[config.mk]
export PLATFORM = sky130hd
export DESIGN_NAME = tcma_ctrl
export DESIGN_NICKNAME = d
export VERILOG_FILES = /design/src/tcma_pkg.sv /design/src/tcma_ctrl.sv
export VERILOG_INCLUDE_DIRS = /design/src /design/src/src
export SDC_FILE = /design/constraint.sdc
export NUM_CORES = 1
export LEC_CHECK = 0
export BUFFER_PORTS_ARGS = -buffer_cell sky130_fd_sc_hd__buf_2
export CORE_MARGIN = 1
export CORE_UTILIZATION = 25
export DETAILED_ROUTE_END_ITERATION = 8
export HOLD_SLACK_MARGIN = 0.15
export PLACE_DENSITY = 0.54
export SYNTH_ARGS = -nofsm -noshare
export SYNTH_HDL_FRONTEND = slang
export SYNTH_SLANG_ARGS = --single-unit
export TNS_END_PERCENT = 100
[constraint.sdc]
create_clock -name ref_clk -period 4.49 [get_ports ref_clk]
set_input_delay 0.2245 -clock ref_clk [delete_from_list [all_inputs] [get_ports ref_clk]]
set_output_delay 0.2245 -clock ref_clk [all_outputs]
set_load 0.02 [all_outputs]
[src/tcma_regs.svh]
// Transfer controller mode/address constants: field positions and codes.
// Assumes inclusion by the design file only.
`ifndef TCMA_REGS_SVH
`define TCMA_REGS_SVH
`define TCMA_MA_SRC_HI 7
`define TCMA_MA_SRC_LO 6
`define TCMA_MA_DST_HI 5
`define TCMA_MA_DST_LO 4
`define TCMA_MA_MODE_HI 3
`define TCMA_MA_MODE_LO 2
`define TCMA_MA_AREA 1
`define TCMA_MA_SIZE 0
`define TCMA_MB_CHAIN 7
`define TCMA_MB_ISEL 6
`define TCMA_MODE_NORMAL 2'h0
`define TCMA_MODE_REPEAT 2'h1
`define TCMA_MODE_BLOCK 2'h2
`define TCMA_STEP_BYTE 24'h000001
`define TCMA_STEP_WORD 24'h000002
`define TCMA_CNT16_ZERO 16'h0000
`define TCMA_CNT8_ZERO 8'h00
`endif

[src/tcma_pkg.sv]
// Types shared by the transfer controller mode/address block.
// Assumes tcma_regs.svh on the include path.
package tcma_pkg;
   typedef enum logic [1:0] {tcma_upd_fixed, tcma_upd_inc, tcma_upd_dec}
      tcma_upd_t;
   typedef enum logic [2:0] {tcma_idle, tcma_load, tcma_move, tcma_store,
      tcma_done} tcma_state_t;
endpackage : tcma_pkg

[src/tcma_ctrl.sv]
// Transfer controller mode/address engine: loads transfer information,
// performs one move, updates addresses and counters, writes back.
// Assumes the info memory and the bus answer with one-cycle pulses.
// Functional notes
// - Source update: fixed, increment or decrement
// - Destination update works the same way
// - Step is one byte or two bytes
// - Mode field: normal, repeat, block; 11 unused, handled as repeat
// - Area select: 0 destination, 1 source side
// - Size bit chooses byte or word
// - Chain enable reads next info, transfers again
// - Chained transfer skips count end, flag, enable clear
// - Interrupt select 0 clears activating source flag unless count ended
// - Interrupt select 1 leaves source flag set
// - Source address is 24 bits wide
// - Destination address is 24 bits wide
// - Normal mode: 16-bit counter ends at zero
// - Repeat/block: low counter reloads from holding value
// - Block mode: block counter ends at zero
// - Clear source enable on end or select set
`timescale 1ns/1ps
`include "tcma_regs.svh"
module tcma_ctrl
   import tcma_pkg::*;
#(
   parameter int AW = 24
)(
   input wire logic ref_clk,
   input wire logic sys_rst,
   input wire logic activate,
   input wire logic [7:0] info_mode_a,
   input wire logic [7:0] info_mode_b,
   input wire logic [AW-1:0] info_src,
   input wire logic [AW-1:0] info_dst,
   input wire logic [15:0] info_cnt_a,
   input wire logic [15:0] info_cnt_b,
   input wire logic info_valid,
   input wire logic bus_done,
   output logic info_req,
   output logic bus_req,
   output logic [AW-1:0] bus_src,
   output logic [AW-1:0] bus_dst,
   output logic bus_word,
   output logic wb_valid,
   output logic [AW-1:0] wb_src,
   output logic [AW-1:0] wb_dst,
   output logic [15:0] wb_cnt_a,
   output logic [15:0] wb_cnt_b,
   output logic clear_src_flag,
   output logic clear_src_enable,
   output logic busy
);
   tcma_state_t state_reg;
   logic [7:0] mode_a_reg;
   logic chain_reg;
   logic isel_reg;
   logic [AW-1:0] src_reg;
   logic [AW-1:0] dst_reg;
   logic [15:0] cnt_a_reg;
   logic [15:0] cnt_b_reg;
   logic [1:0] xfer_mode;
   logic end_next;
   logic [AW-1:0] src_next;
   logic [AW-1:0] dst_next;
   logic [15:0] cnt_a_next;
   logic [15:0] cnt_b_next;
   logic blk_wrap;

   // Decode an update field pair into fixed/inc/dec
   function automatic tcma_upd_t upd_dec(input logic hi, input logic lo);
      if (!hi)
      begin
         return tcma_upd_fixed;
      end
      return lo ? tcma_upd_dec : tcma_upd_inc;
   endfunction : upd_dec

   // Apply one step to an address
   function automatic logic [AW-1:0] step_addr(input logic [AW-1:0] a,
      input tcma_upd_t u, input logic word);
      logic [AW-1:0] st;
      st = word ? AW'(`TCMA_STEP_WORD) : AW'(`TCMA_STEP_BYTE);
      unique case (u)
         tcma_upd_inc: return a + st;
         tcma_upd_dec: return a - st;
         default: return a;
      endcase
   endfunction : step_addr

   assign xfer_mode = mode_a_reg[`TCMA_MA_MODE_HI:`TCMA_MA_MODE_LO];

   // Block wraps when low counter hits zero after this move
   assign blk_wrap = (cnt_a_reg[7:0] == 8'h01);

   always_comb
   begin
      src_next = step_addr(src_reg,
         upd_dec(mode_a_reg[`TCMA_MA_SRC_HI], mode_a_reg[`TCMA_MA_SRC_LO]),
         mode_a_reg[`TCMA_MA_SIZE]);
      dst_next = step_addr(dst_reg,
         upd_dec(mode_a_reg[`TCMA_MA_DST_HI], mode_a_reg[`TCMA_MA_DST_LO]),
         mode_a_reg[`TCMA_MA_SIZE]);
      cnt_a_next = cnt_a_reg;
      cnt_b_next = cnt_b_reg;
      end_next = 1'b0;
      if (xfer_mode == `TCMA_MODE_NORMAL)
      begin
         cnt_a_next = cnt_a_reg - 16'h0001;
         end_next = (cnt_a_next == `TCMA_CNT16_ZERO);
      end
      else
      begin
         if (blk_wrap)
         begin
            cnt_a_next = {cnt_a_reg[15:8], cnt_a_reg[15:8]};
         end
         else
         begin
            cnt_a_next = {cnt_a_reg[15:8], cnt_a_reg[7:0] - 8'h01};
         end
         if (xfer_mode == `TCMA_MODE_BLOCK && blk_wrap)
         begin
            cnt_b_next = cnt_b_reg - 16'h0001;
            end_next = (cnt_b_next == `TCMA_CNT16_ZERO);
            // Block area address is held, not stepped, on the move that ends a block
            if (mode_a_reg[`TCMA_MA_AREA])
            begin
               src_next = step_addr(src_reg, tcma_upd_fixed, 1'b0);
            end
            else
            begin
               dst_next = step_addr(dst_reg, tcma_upd_fixed, 1'b0);
            end
         end
      end
   end

   // Sequencer
   always_ff @(posedge ref_clk)
   begin
      if (sys_rst)
      begin
         state_reg <= tcma_idle;
      end
      else
      begin
         unique case (state_reg)
            tcma_idle: if (activate) state_reg <= tcma_load;
            tcma_load: if (info_valid) state_reg <= tcma_move;
            tcma_move: if (bus_done) state_reg <= tcma_store;
            tcma_store: state_reg <= chain_reg ? tcma_load : tcma_done;
            tcma_done: state_reg <= tcma_idle;
         endcase
      end
   end

   // Transfer information load and update
   always_ff @(posedge ref_clk)
   begin
      if (sys_rst)
      begin
         mode_a_reg <= 8'h00;
         chain_reg <= 1'b0;
         isel_reg <= 1'b0;
         src_reg <= '0;
         dst_reg <= '0;
         cnt_a_reg <= 16'h0000;
         cnt_b_reg <= 16'h0000;
      end
      else if (state_reg == tcma_load && info_valid)
      begin
         mode_a_reg <= info_mode_a;
         chain_reg <= info_mode_b[`TCMA_MB_CHAIN];
         isel_reg <= info_mode_b[`TCMA_MB_ISEL];
         src_reg <= info_src;
         dst_reg <= info_dst;
         cnt_a_reg <= info_cnt_a;
         cnt_b_reg <= info_cnt_b;
      end
      else if (state_reg == tcma_move && bus_done)
      begin
         src_reg <= src_next;
         dst_reg <= dst_next;
         cnt_a_reg <= cnt_a_next;
         cnt_b_reg <= cnt_b_next;
      end
   end

   // End-of-count latch for the final transfer of an activation
   logic end_reg;
   always_ff @(posedge ref_clk)
   begin
      if (sys_rst)
      begin
         end_reg <= 1'b0;
      end
      else if (state_reg == tcma_move && bus_done)
      begin
         end_reg <= end_next;
      end
   end

   // Outputs
   always_ff @(posedge ref_clk)
   begin
      if (sys_rst)
      begin
         info_req <= 1'b0;
         bus_req <= 1'b0;
         bus_src <= '0;
         bus_dst <= '0;
         bus_word <= 1'b0;
         wb_valid <= 1'b0;
         wb_src <= '0;
         wb_dst <= '0;
         wb_cnt_a <= 16'h0000;
         wb_cnt_b <= 16'h0000;
         clear_src_flag <= 1'b0;
         clear_src_enable <= 1'b0;
         busy <= 1'b0;
      end
      else
      begin
         // Held until the info memory answers
         info_req <= (state_reg == tcma_idle && activate) ||
            (state_reg == tcma_store && chain_reg) ||
            (state_reg == tcma_load && !info_valid);
         bus_req <= (state_reg == tcma_load && info_valid) ||
            (state_reg == tcma_move && !bus_done);
         bus_src <= (state_reg == tcma_load) ? info_src : src_reg;
         bus_dst <= (state_reg == tcma_load) ? info_dst : dst_reg;
         bus_word <= (state_reg == tcma_load) ?
            info_mode_a[`TCMA_MA_SIZE] : mode_a_reg[`TCMA_MA_SIZE];
         wb_valid <= (state_reg == tcma_move && bus_done);
         if (state_reg == tcma_move && bus_done)
         begin
            wb_src <= src_next;
            wb_dst <= dst_next;
            wb_cnt_a <= cnt_a_next;
            wb_cnt_b <= cnt_b_next;
         end
         // Last link only; chained links skip these
         clear_src_flag <= (state_reg == tcma_store) && !chain_reg &&
            !isel_reg && !end_reg;
         clear_src_enable <= (state_reg == tcma_store) && !chain_reg &&
            (isel_reg || end_reg);
         busy <= (state_reg != tcma_idle) || activate;
      end
   end
endmodule : tcma_ctrl

==> metrics.txt, run 1 <==
clock buffers created by TritonCTS 28; Die X-Extent between 200 and 250 um; Slew headroom between 30 and 40%; gp weighted congestion 0.870; post-detailed-routing wire length 44000 um; DIE AREA roughly 48000 sq um; Leak a little over 6 nW; R2R Setup Slk about 1.2 ns; HP Class flop to flop; Worst Path Arrival between 3 and 4 ns; clk buf depth 3; Final Hold Fails 0; worst reg2reg path endpoint wb_src[18]$_SDFFE_PP0P_; layout cell share with drive strength beyond 1 between 10% and 20%; Register Area roughly 4600 sq um; Hold Path Cell Cnt 2; post-route ant nets 0; reg2reg path depth 10; predominant post-synthesis flop cell dfxtp_1; final worst-path cycle share 72.7%; Max-cap violations 0; crit-path max FO 8; GR Overflow Total 0; initial antenna violation count 3; Core ar. about 47000 sq um; Starting Density about a quarter; r2r startpoint mode_a_reg[7]$_SDFFE_PP0P_; first-pass GRT wire length 67400 um; GRT Total Usage about 18%; Worst Tran Pin Value roughly 0.99 ns; PwrDens 416 nW/um^2; Synth area leader dfxtp_1; CTS tree yes; synth unique cells 71; Worst Path Required around 4.9 ns; Root Driver clkbuf_16; post-layout util 33.0%; vias in the first global route roughly 12000; Reg clk slew, reported paths approximately 0.060 ns; critical setup path kind flop to flop; Antenna diodes 0; hpwl dp 29900 um; 1st-pass router iterations 7; Cells after Synth around 1600; WL per Instance about 18 um; via count between 10000 and 15000; largest net degree at the start of global routing 68; Setup crit start kind flop; setup ws final between 1 and 1.5 ns; H-tree levels 1; ys async rst share 0%; Finish-stage setup viols 0; min Tclk post-route approximately 3.3 ns; Pins Over Slew Limit 0; Mean Syn Cell Area 7.61 sq um; failing checks DRC; top cell type's share of synthesized area roughly two fifths; Layout fillers slightly below 5000; Seq/Total Area, Yosys 38.7%; Yosys Warn Count 0; mapped cell area 11800 sq um; FMAX 306 MHz; # clock sinks approximately 230; Yosys reg bits approximately 230; number of setup buffers added after CTS 0; hold path start wb_src[16]$_SDFFE_PP0P_; Post-Syn Nets between 1500 and 2000; Max Clock Skew between 0.02 and 0.025 ns; DRC Markers 32; Max IR drop VDD ~0.31 mV; Die Y 220 um; RSZ-0062 raised after global routing no; Final TNS setup 0 ns; Top Ports around 240; post-layout net count ~1900; Hold WS roughly 0.44 ns; Synth area leaders dfxtp_1 39%, nand2_1 9.1%, a21oi_1 7.6%; Skew-Pair Late Insertion Delay between 0.5 and 0.6 ns; row count 79; dpl ws ~1.3 ns; I/O Buffers between 200 and 250; multi-input logic area 6610 sq um; P&R area growth vs syn 30.0%; number of flops mapped to enable cells by yosys 0; initial DRC count between 1000 and 1500; Via density between 5 and 6; WHS Endpoint wb_src[16]$_SDFFE_PP0P_; status finished with violations; CP endpoint kind flop
[cell families after synthesis]
group / Yosys count / share of synthesized area, %
flops: 229 / 38.7
simple gates: 629 / 24.8
compound gates: 428 / 22.9
mux: 23 / 1.96
fa+ha+maj: 10 / 1.18
buf+inv: 172 / 5.60
xor+xnor: 65 / 4.81
[area by class of cell]
type	count	share of cell area (%)
multi-input combinational	1155	43.0
sequential	229	29.8
clock inverter	13	1.26
timing repair buffer	357	15.3
inverter	24	0.586
clock buffer	38	5.13
tap	607	4.94
[through the flow]
stage	cell area (sq um)	std cells	power, mW
4_1_cts	15400	2423	6.47
3_3_place_gp	13400	2275	3.95
5_1_grt	15400	2423	6.74
6_report	15400	2423	6.40
2_1_floorplan	11800	1556	3.46
3_5_place_dp	13400	2275	3.96
[placed cells by master (no fill, tap or decap), types with 22 or more instances in the layout]
master         Yosys  routed
dlygate4sd3_1      0      97
buf_4              0      31
inv_1             23      23
nand2_1          288     288
nor2_1           107     106
o21ai_0           47      46
dfxtp_1          229     229
nand3_1           31      31
a211oi_1          24      24
a22oi_1           59      59
mux2i_1           22      22
a21oi_1          180     180
xor2_1            28      28
clkbuf_16          0      28
nor3_1            42      41
xnor2_1           37      37
nor4_1            39      38
buf_2              2     228
[layer usage]
metal	up-vias	part of all wire, %	GRT usage, %	wire length (um)
met5	-	0.050	0	22
met4	4	3.1	5.39	1350
met3	69	6.8	3.55	3000
met2	443	45	27.7	19600
met1	5925	45	24.2	20000
li1	6021	-	-	-
[critical path, cell delays in order, from the launching register on]
cell and delay [ns]:
dfxtp_1 0.54, nand2_1 0.12, nor2_1 0.20, fa_1 0.38, nand4_1 0.24, or2_2 0.37, or3_1 0.40, a21oi_1 0.22
mux2i_1 0.34, mux2i_1 0.24, nand3_1 0.09
[synthesized netlist by cell type, drive strengths merged, types with 5 or more instances]
cell and n:
a211oi 24, a21o 15, a21oi 180, a221oi 6, a22o 9, a22oi 59, a31oi 12, a41oi 7
and2 6, and3 21, buf 14, clkbuf 134, dfxtp 229, ha 8, inv 23, mux2i 22
nand2 288, nand3 31, nand3b 11, nand4 20, nor2 107, nor3 42, nor3b 6, nor4 39
nor4b 6, o211ai 11, o21ai 48, o22ai 11, o31ai 5, or2 6, or3 23, or4 12
xnor2 37, xor2 28
[worst max-delay path by stage]
stage                               startpoint                       end  slack (ns)  cells past startpoint
finish              mode_a_reg[7]$_SDFFE_PP0P_   wb_src[18]$_SDFFE_PP0P_        1.22                     10
global route        mode_a_reg[7]$_SDFFE_PP0P_   wb_src[18]$_SDFFE_PP0P_        0.94                     10
CTS                 mode_a_reg[7]$_SDFFE_PP0P_   wb_src[18]$_SDFFE_PP0P_        1.23                     10
detailed placement  mode_a_reg[7]$_SDFFE_PP0P_   wb_src[18]$_SDFFE_PP0P_        1.26                     10
global placement    mode_a_reg[7]$_SDFFE_PP0P_   wb_src[18]$_SDFFE_PP0P_        1.32                     10
floorplan           mode_a_reg[4]$_SDFFE_PP0P_  dst_reg[16]$_SDFFE_PP0P_        0.99                     13
[what timing repair did]
action,in CTS,in global routing
hold endpoints to repair,159,0
hold buffers,97,0
resized for setup,0,0
[report_power, final]
group          switching, mW  internal [mW]  total, mW  leakage, nW
registers              0.224           2.20       2.42         1.86
clock network          0.942           1.46       2.40        0.473
logic                  0.980          0.589       1.57         3.74
Power figures use the tool's default switching activity.
==> inputs of run 2 (changes only) <==
--- a/config.mk
+++ b/config.mk
@@ -11,7 +11,7 @@
 export CORE_UTILIZATION = 25
 export DETAILED_ROUTE_END_ITERATION = 8
 export HOLD_SLACK_MARGIN = 0.15
-export PLACE_DENSITY = 0.54
+export PLACE_DENSITY = 0.55
 export SYNTH_ARGS = -nofsm -noshare
 export SYNTH_HDL_FRONTEND = slang
 export SYNTH_SLANG_ARGS = --single-unit
==> constraint.sdc (replaced) <==
create_clock -name ref_clk -period 2.9 [get_ports ref_clk]
set_input_delay 0.145 -clock ref_clk [delete_from_list [all_inputs] [get_ports ref_clk]]
set_output_delay 0.145 -clock ref_clk [all_outputs]
set_load 0.02 [all_outputs]
==> metrics.txt, run 2 (synthesis gave the netlist of run 1 again) <==
status finished with violations (unchanged); failing checks DRC (unchanged); Int Pwr 6.71 mW (was 4.25 mW); Max IR drop VDD 0.414 mV (was 0.311 mV); PwrDens 632 nW/um^2 (was 416 nW/um^2); largest net degree at the start of global routing 148 (was 68); min Tclk post-route 2.78 ns (was 3.27 ns); delay-heaviest family, CP compound AO/OA/AOI/OAI gates (was simple AND/OR/NAND/NOR gates); critical path cell sequence buf_4 > nor2_2 > ha_1 > nand2b_1 > buf_4 > a21o_1 > a21o_1 > a222oi_1 > buf_4 > mux2_4 > mux2i_2 > nor3_1 (was nand2_1 > nor2_1 > fa_1 > nand4_1 > or2_2 > or3_1 > a21oi_1 > mux2i_1 > mux2i_1 > nand3_1); CP peak stage delay 0.36 ns (was 0.54 ns); DRC Markers 28 (was 32); clk buf depth 3 (unchanged); post-placement cell area 13900 sq um (was 13400 sq um); CP endpoint kind flop (unchanged); initial antenna violation count 0 (was 3); Gate power share 26.0% (was 24.5%); commonest non-fill, non-tap cells in the layout 287 x nand2_1, 228 x buf_2, 227 x dfxtp_1, 178 x a21oi_1, 104 x nor2_1 (was 288 x nand2_1, 229 x dfxtp_1, 228 x buf_2, 180 x a21oi_1, 106 x nor2_1); Finish-stage setup viols 0 (unchanged); post-route ant nets 0 (unchanged); DIE AREA 48200 sq um (unchanged); Worst Path Arrival 3.19 ns (was 3.71 ns); Hold Path Cell Cnt 4 (was 2); first-pass GRT wire length 69200 um (was 67400 um); HP Class primary input to flop (was flop to flop); Skew-Pair Late Insertion Delay 0.57 ns (about the same); Starting Density 25.4% (unchanged); Via density 5.12 (was 5.14); post-detailed-routing wire length 44800 um (was 44000 um); Clk network pwr share 37.1% (was 37.6%); Setup crit start kind flop (unchanged); Root Driver clkbuf_16 (unchanged); Slew headroom 44.8% (was 33.8%); post-layout util 34.2% (was 33.0%); # clock sinks 229 (unchanged); Max Clock Skew 0.0128 ns (was 0.0238 ns); clock buffers created by TritonCTS 28 (unchanged); crit-path max FO 4 (was 8); Max-cap violations 0 (unchanged); Overall Power 10.1 mW (was 6.40 mW); setup ws final 0.122 ns (was 1.22 ns); vias in the first global route 12100 (was 11600); Die Y 220 um (unchanged); Worst Tran Pin Value 0.828 ns (was 0.993 ns); dpl ws 0.0316 ns (was 1.26 ns); I/O Buffers 229 (unchanged); post-layout instance area 15900 sq um (was 15400 sq um); row count 79 (unchanged); FMAX 360 MHz (was 306 MHz); Max stage delay cell, worst path a222oi_1 (was dfxtp_1); post-layout net count 1958 (was 1906); Die X-Extent 220 um (unchanged); hpwl dp 31100 um (was 29900 um); RSZ-0062 raised after global routing no (unchanged); final worst-path cycle share 95.8% (was 72.7%); WL per Instance 18.1 um (about the same); gp weighted congestion 0.887 (was 0.870); initial DRC count 916 (was 1032); commonest non-fill, non-tap cell in the layout nand2_1 (unchanged); GRT Total Usage 18.1% (was 17.7%); CTS tree yes (unchanged); Crit. path cell count 12 (was 10); layout cell share with drive strength beyond 1 21.5% (was 18.1%); Final Hold Fails 0 (unchanged); via count 12700 (was 12500); Reg clk slew, reported paths 0.06 ns (about the same); Worst Path Required 3.31 ns (was 4.93 ns); 1st-pass router iterations 7 (unchanged); reg2reg path depth 12 (was 10); Top Ports 236 (unchanged); net switching power 3.36 mW (was 2.15 mW); P&R area growth vs syn 34.7% (was 30.0%); Pins Over Slew Limit 0 (unchanged); Core ar. 46700 sq um (unchanged); Sequential Power Share 36.9% (was 37.9%); Leak 6.40 nW (was 6.07 nW); H-tree levels 1 (unchanged); CP bufs+invs 3 (was 0); Antenna diodes 0 (unchanged); Top cell by count, worst path buf_4 (was mux2i_1); GR Overflow Total 0 (unchanged); critical setup path kind flop to flop (unchanged); switch share 33.4% (was 33.6%)
run 2: changes by cell type in the layout (fill, tap and decap cells not counted), sizes merged:
| cell | previous run | this run |
|---|---|---|
| buf | 260 | 311 |
| clkinv | 6 | 8 |
| dlygate4sd3 | 97 | 98 |
| inv | 24 | 23 |
run 2: worst paths after layout:
check / from / end / slack, ns
min reg2reg: wb_src[16]$_SDFFE_PP0P_ / wb_src[16]$_SDFFE_PP0P_ / 0.44
max reg2reg: mode_a_reg[0]$_SDFFE_PP0P_ / wb_dst[13]$_SDFFE_PP0P_ / 0.12
max: mode_a_reg[0]$_SDFFE_PP0P_ / wb_dst[13]$_SDFFE_PP0P_ / 0.12
min: info_dst[11] / dst_reg[11]$_SDFFE_PP0P_ / 0.36
run 2: per-stage QoR:
| stage | hold WS, ns | std cells | setup TNS (ns) |
|---|---|---|---|
| 5_1_grt | 0.359 | 2476 | 0 |
| 6_report | 0.357 | 2476 | 0 |
| 4_1_cts | 0.333 | 2476 | 0 |
| 3_5_place_dp | 0.385 | 2326 | 0 |
| 2_1_floorplan | 0.256 | 1556 | -0.00231 |
| 3_3_place_gp | 0.380 | 2326 | 0 |
run 2: layer usage:
metal | track usage [%] | share of wire [%]
met4 | 5.44 | 2.7
met1 | 25.4 | 47
met2 | 28.4 | 44
met3 | 2.79 | 5.6
met5 | 0 | 0
run 2: final cells by class:
cell class,instances,area (sq um)
multi-input cells,1155,6700
repair buffers,409,2810
fillers,4950,30700
clock buffers,38,798
clock inverters,14,196
flip-flops and latches,229,4590
inverters,24,90.1
well taps,607,759
run 2: repair_timing:
item                                    in CTS  in global routing
resized for setup                            1                 12
cloned                                       0                  0
endpoints found under the setup margin       1                 24
endpoints found under the hold margin      155                  0
pin swaps                                    1                  3
setup buffers                                0                  0
hold buffers                                98                  0
run 2: power by group through the flow:
| stage | clock network (mW) | registers (mW) | logic, mW |
|---|---|---|---|
| global route | 3.96 | 3.75 | 2.88 |
| detailed placement | 0 | 3.77 | 2.49 |
| CTS | 3.84 | 3.70 | 2.61 |
| global placement | 0 | 3.76 | 2.46 |
| floorplan | 0 | 3.75 | 1.61 |
| finish | 3.74 | 3.71 | 2.62 |
run 2: tightest hold or removal path, cell delays in order:
cell and delay, ns:
dlygate4sd3_1 0.52, buf_2 0.12, nand2_1 0.05, nand4_1 0.05
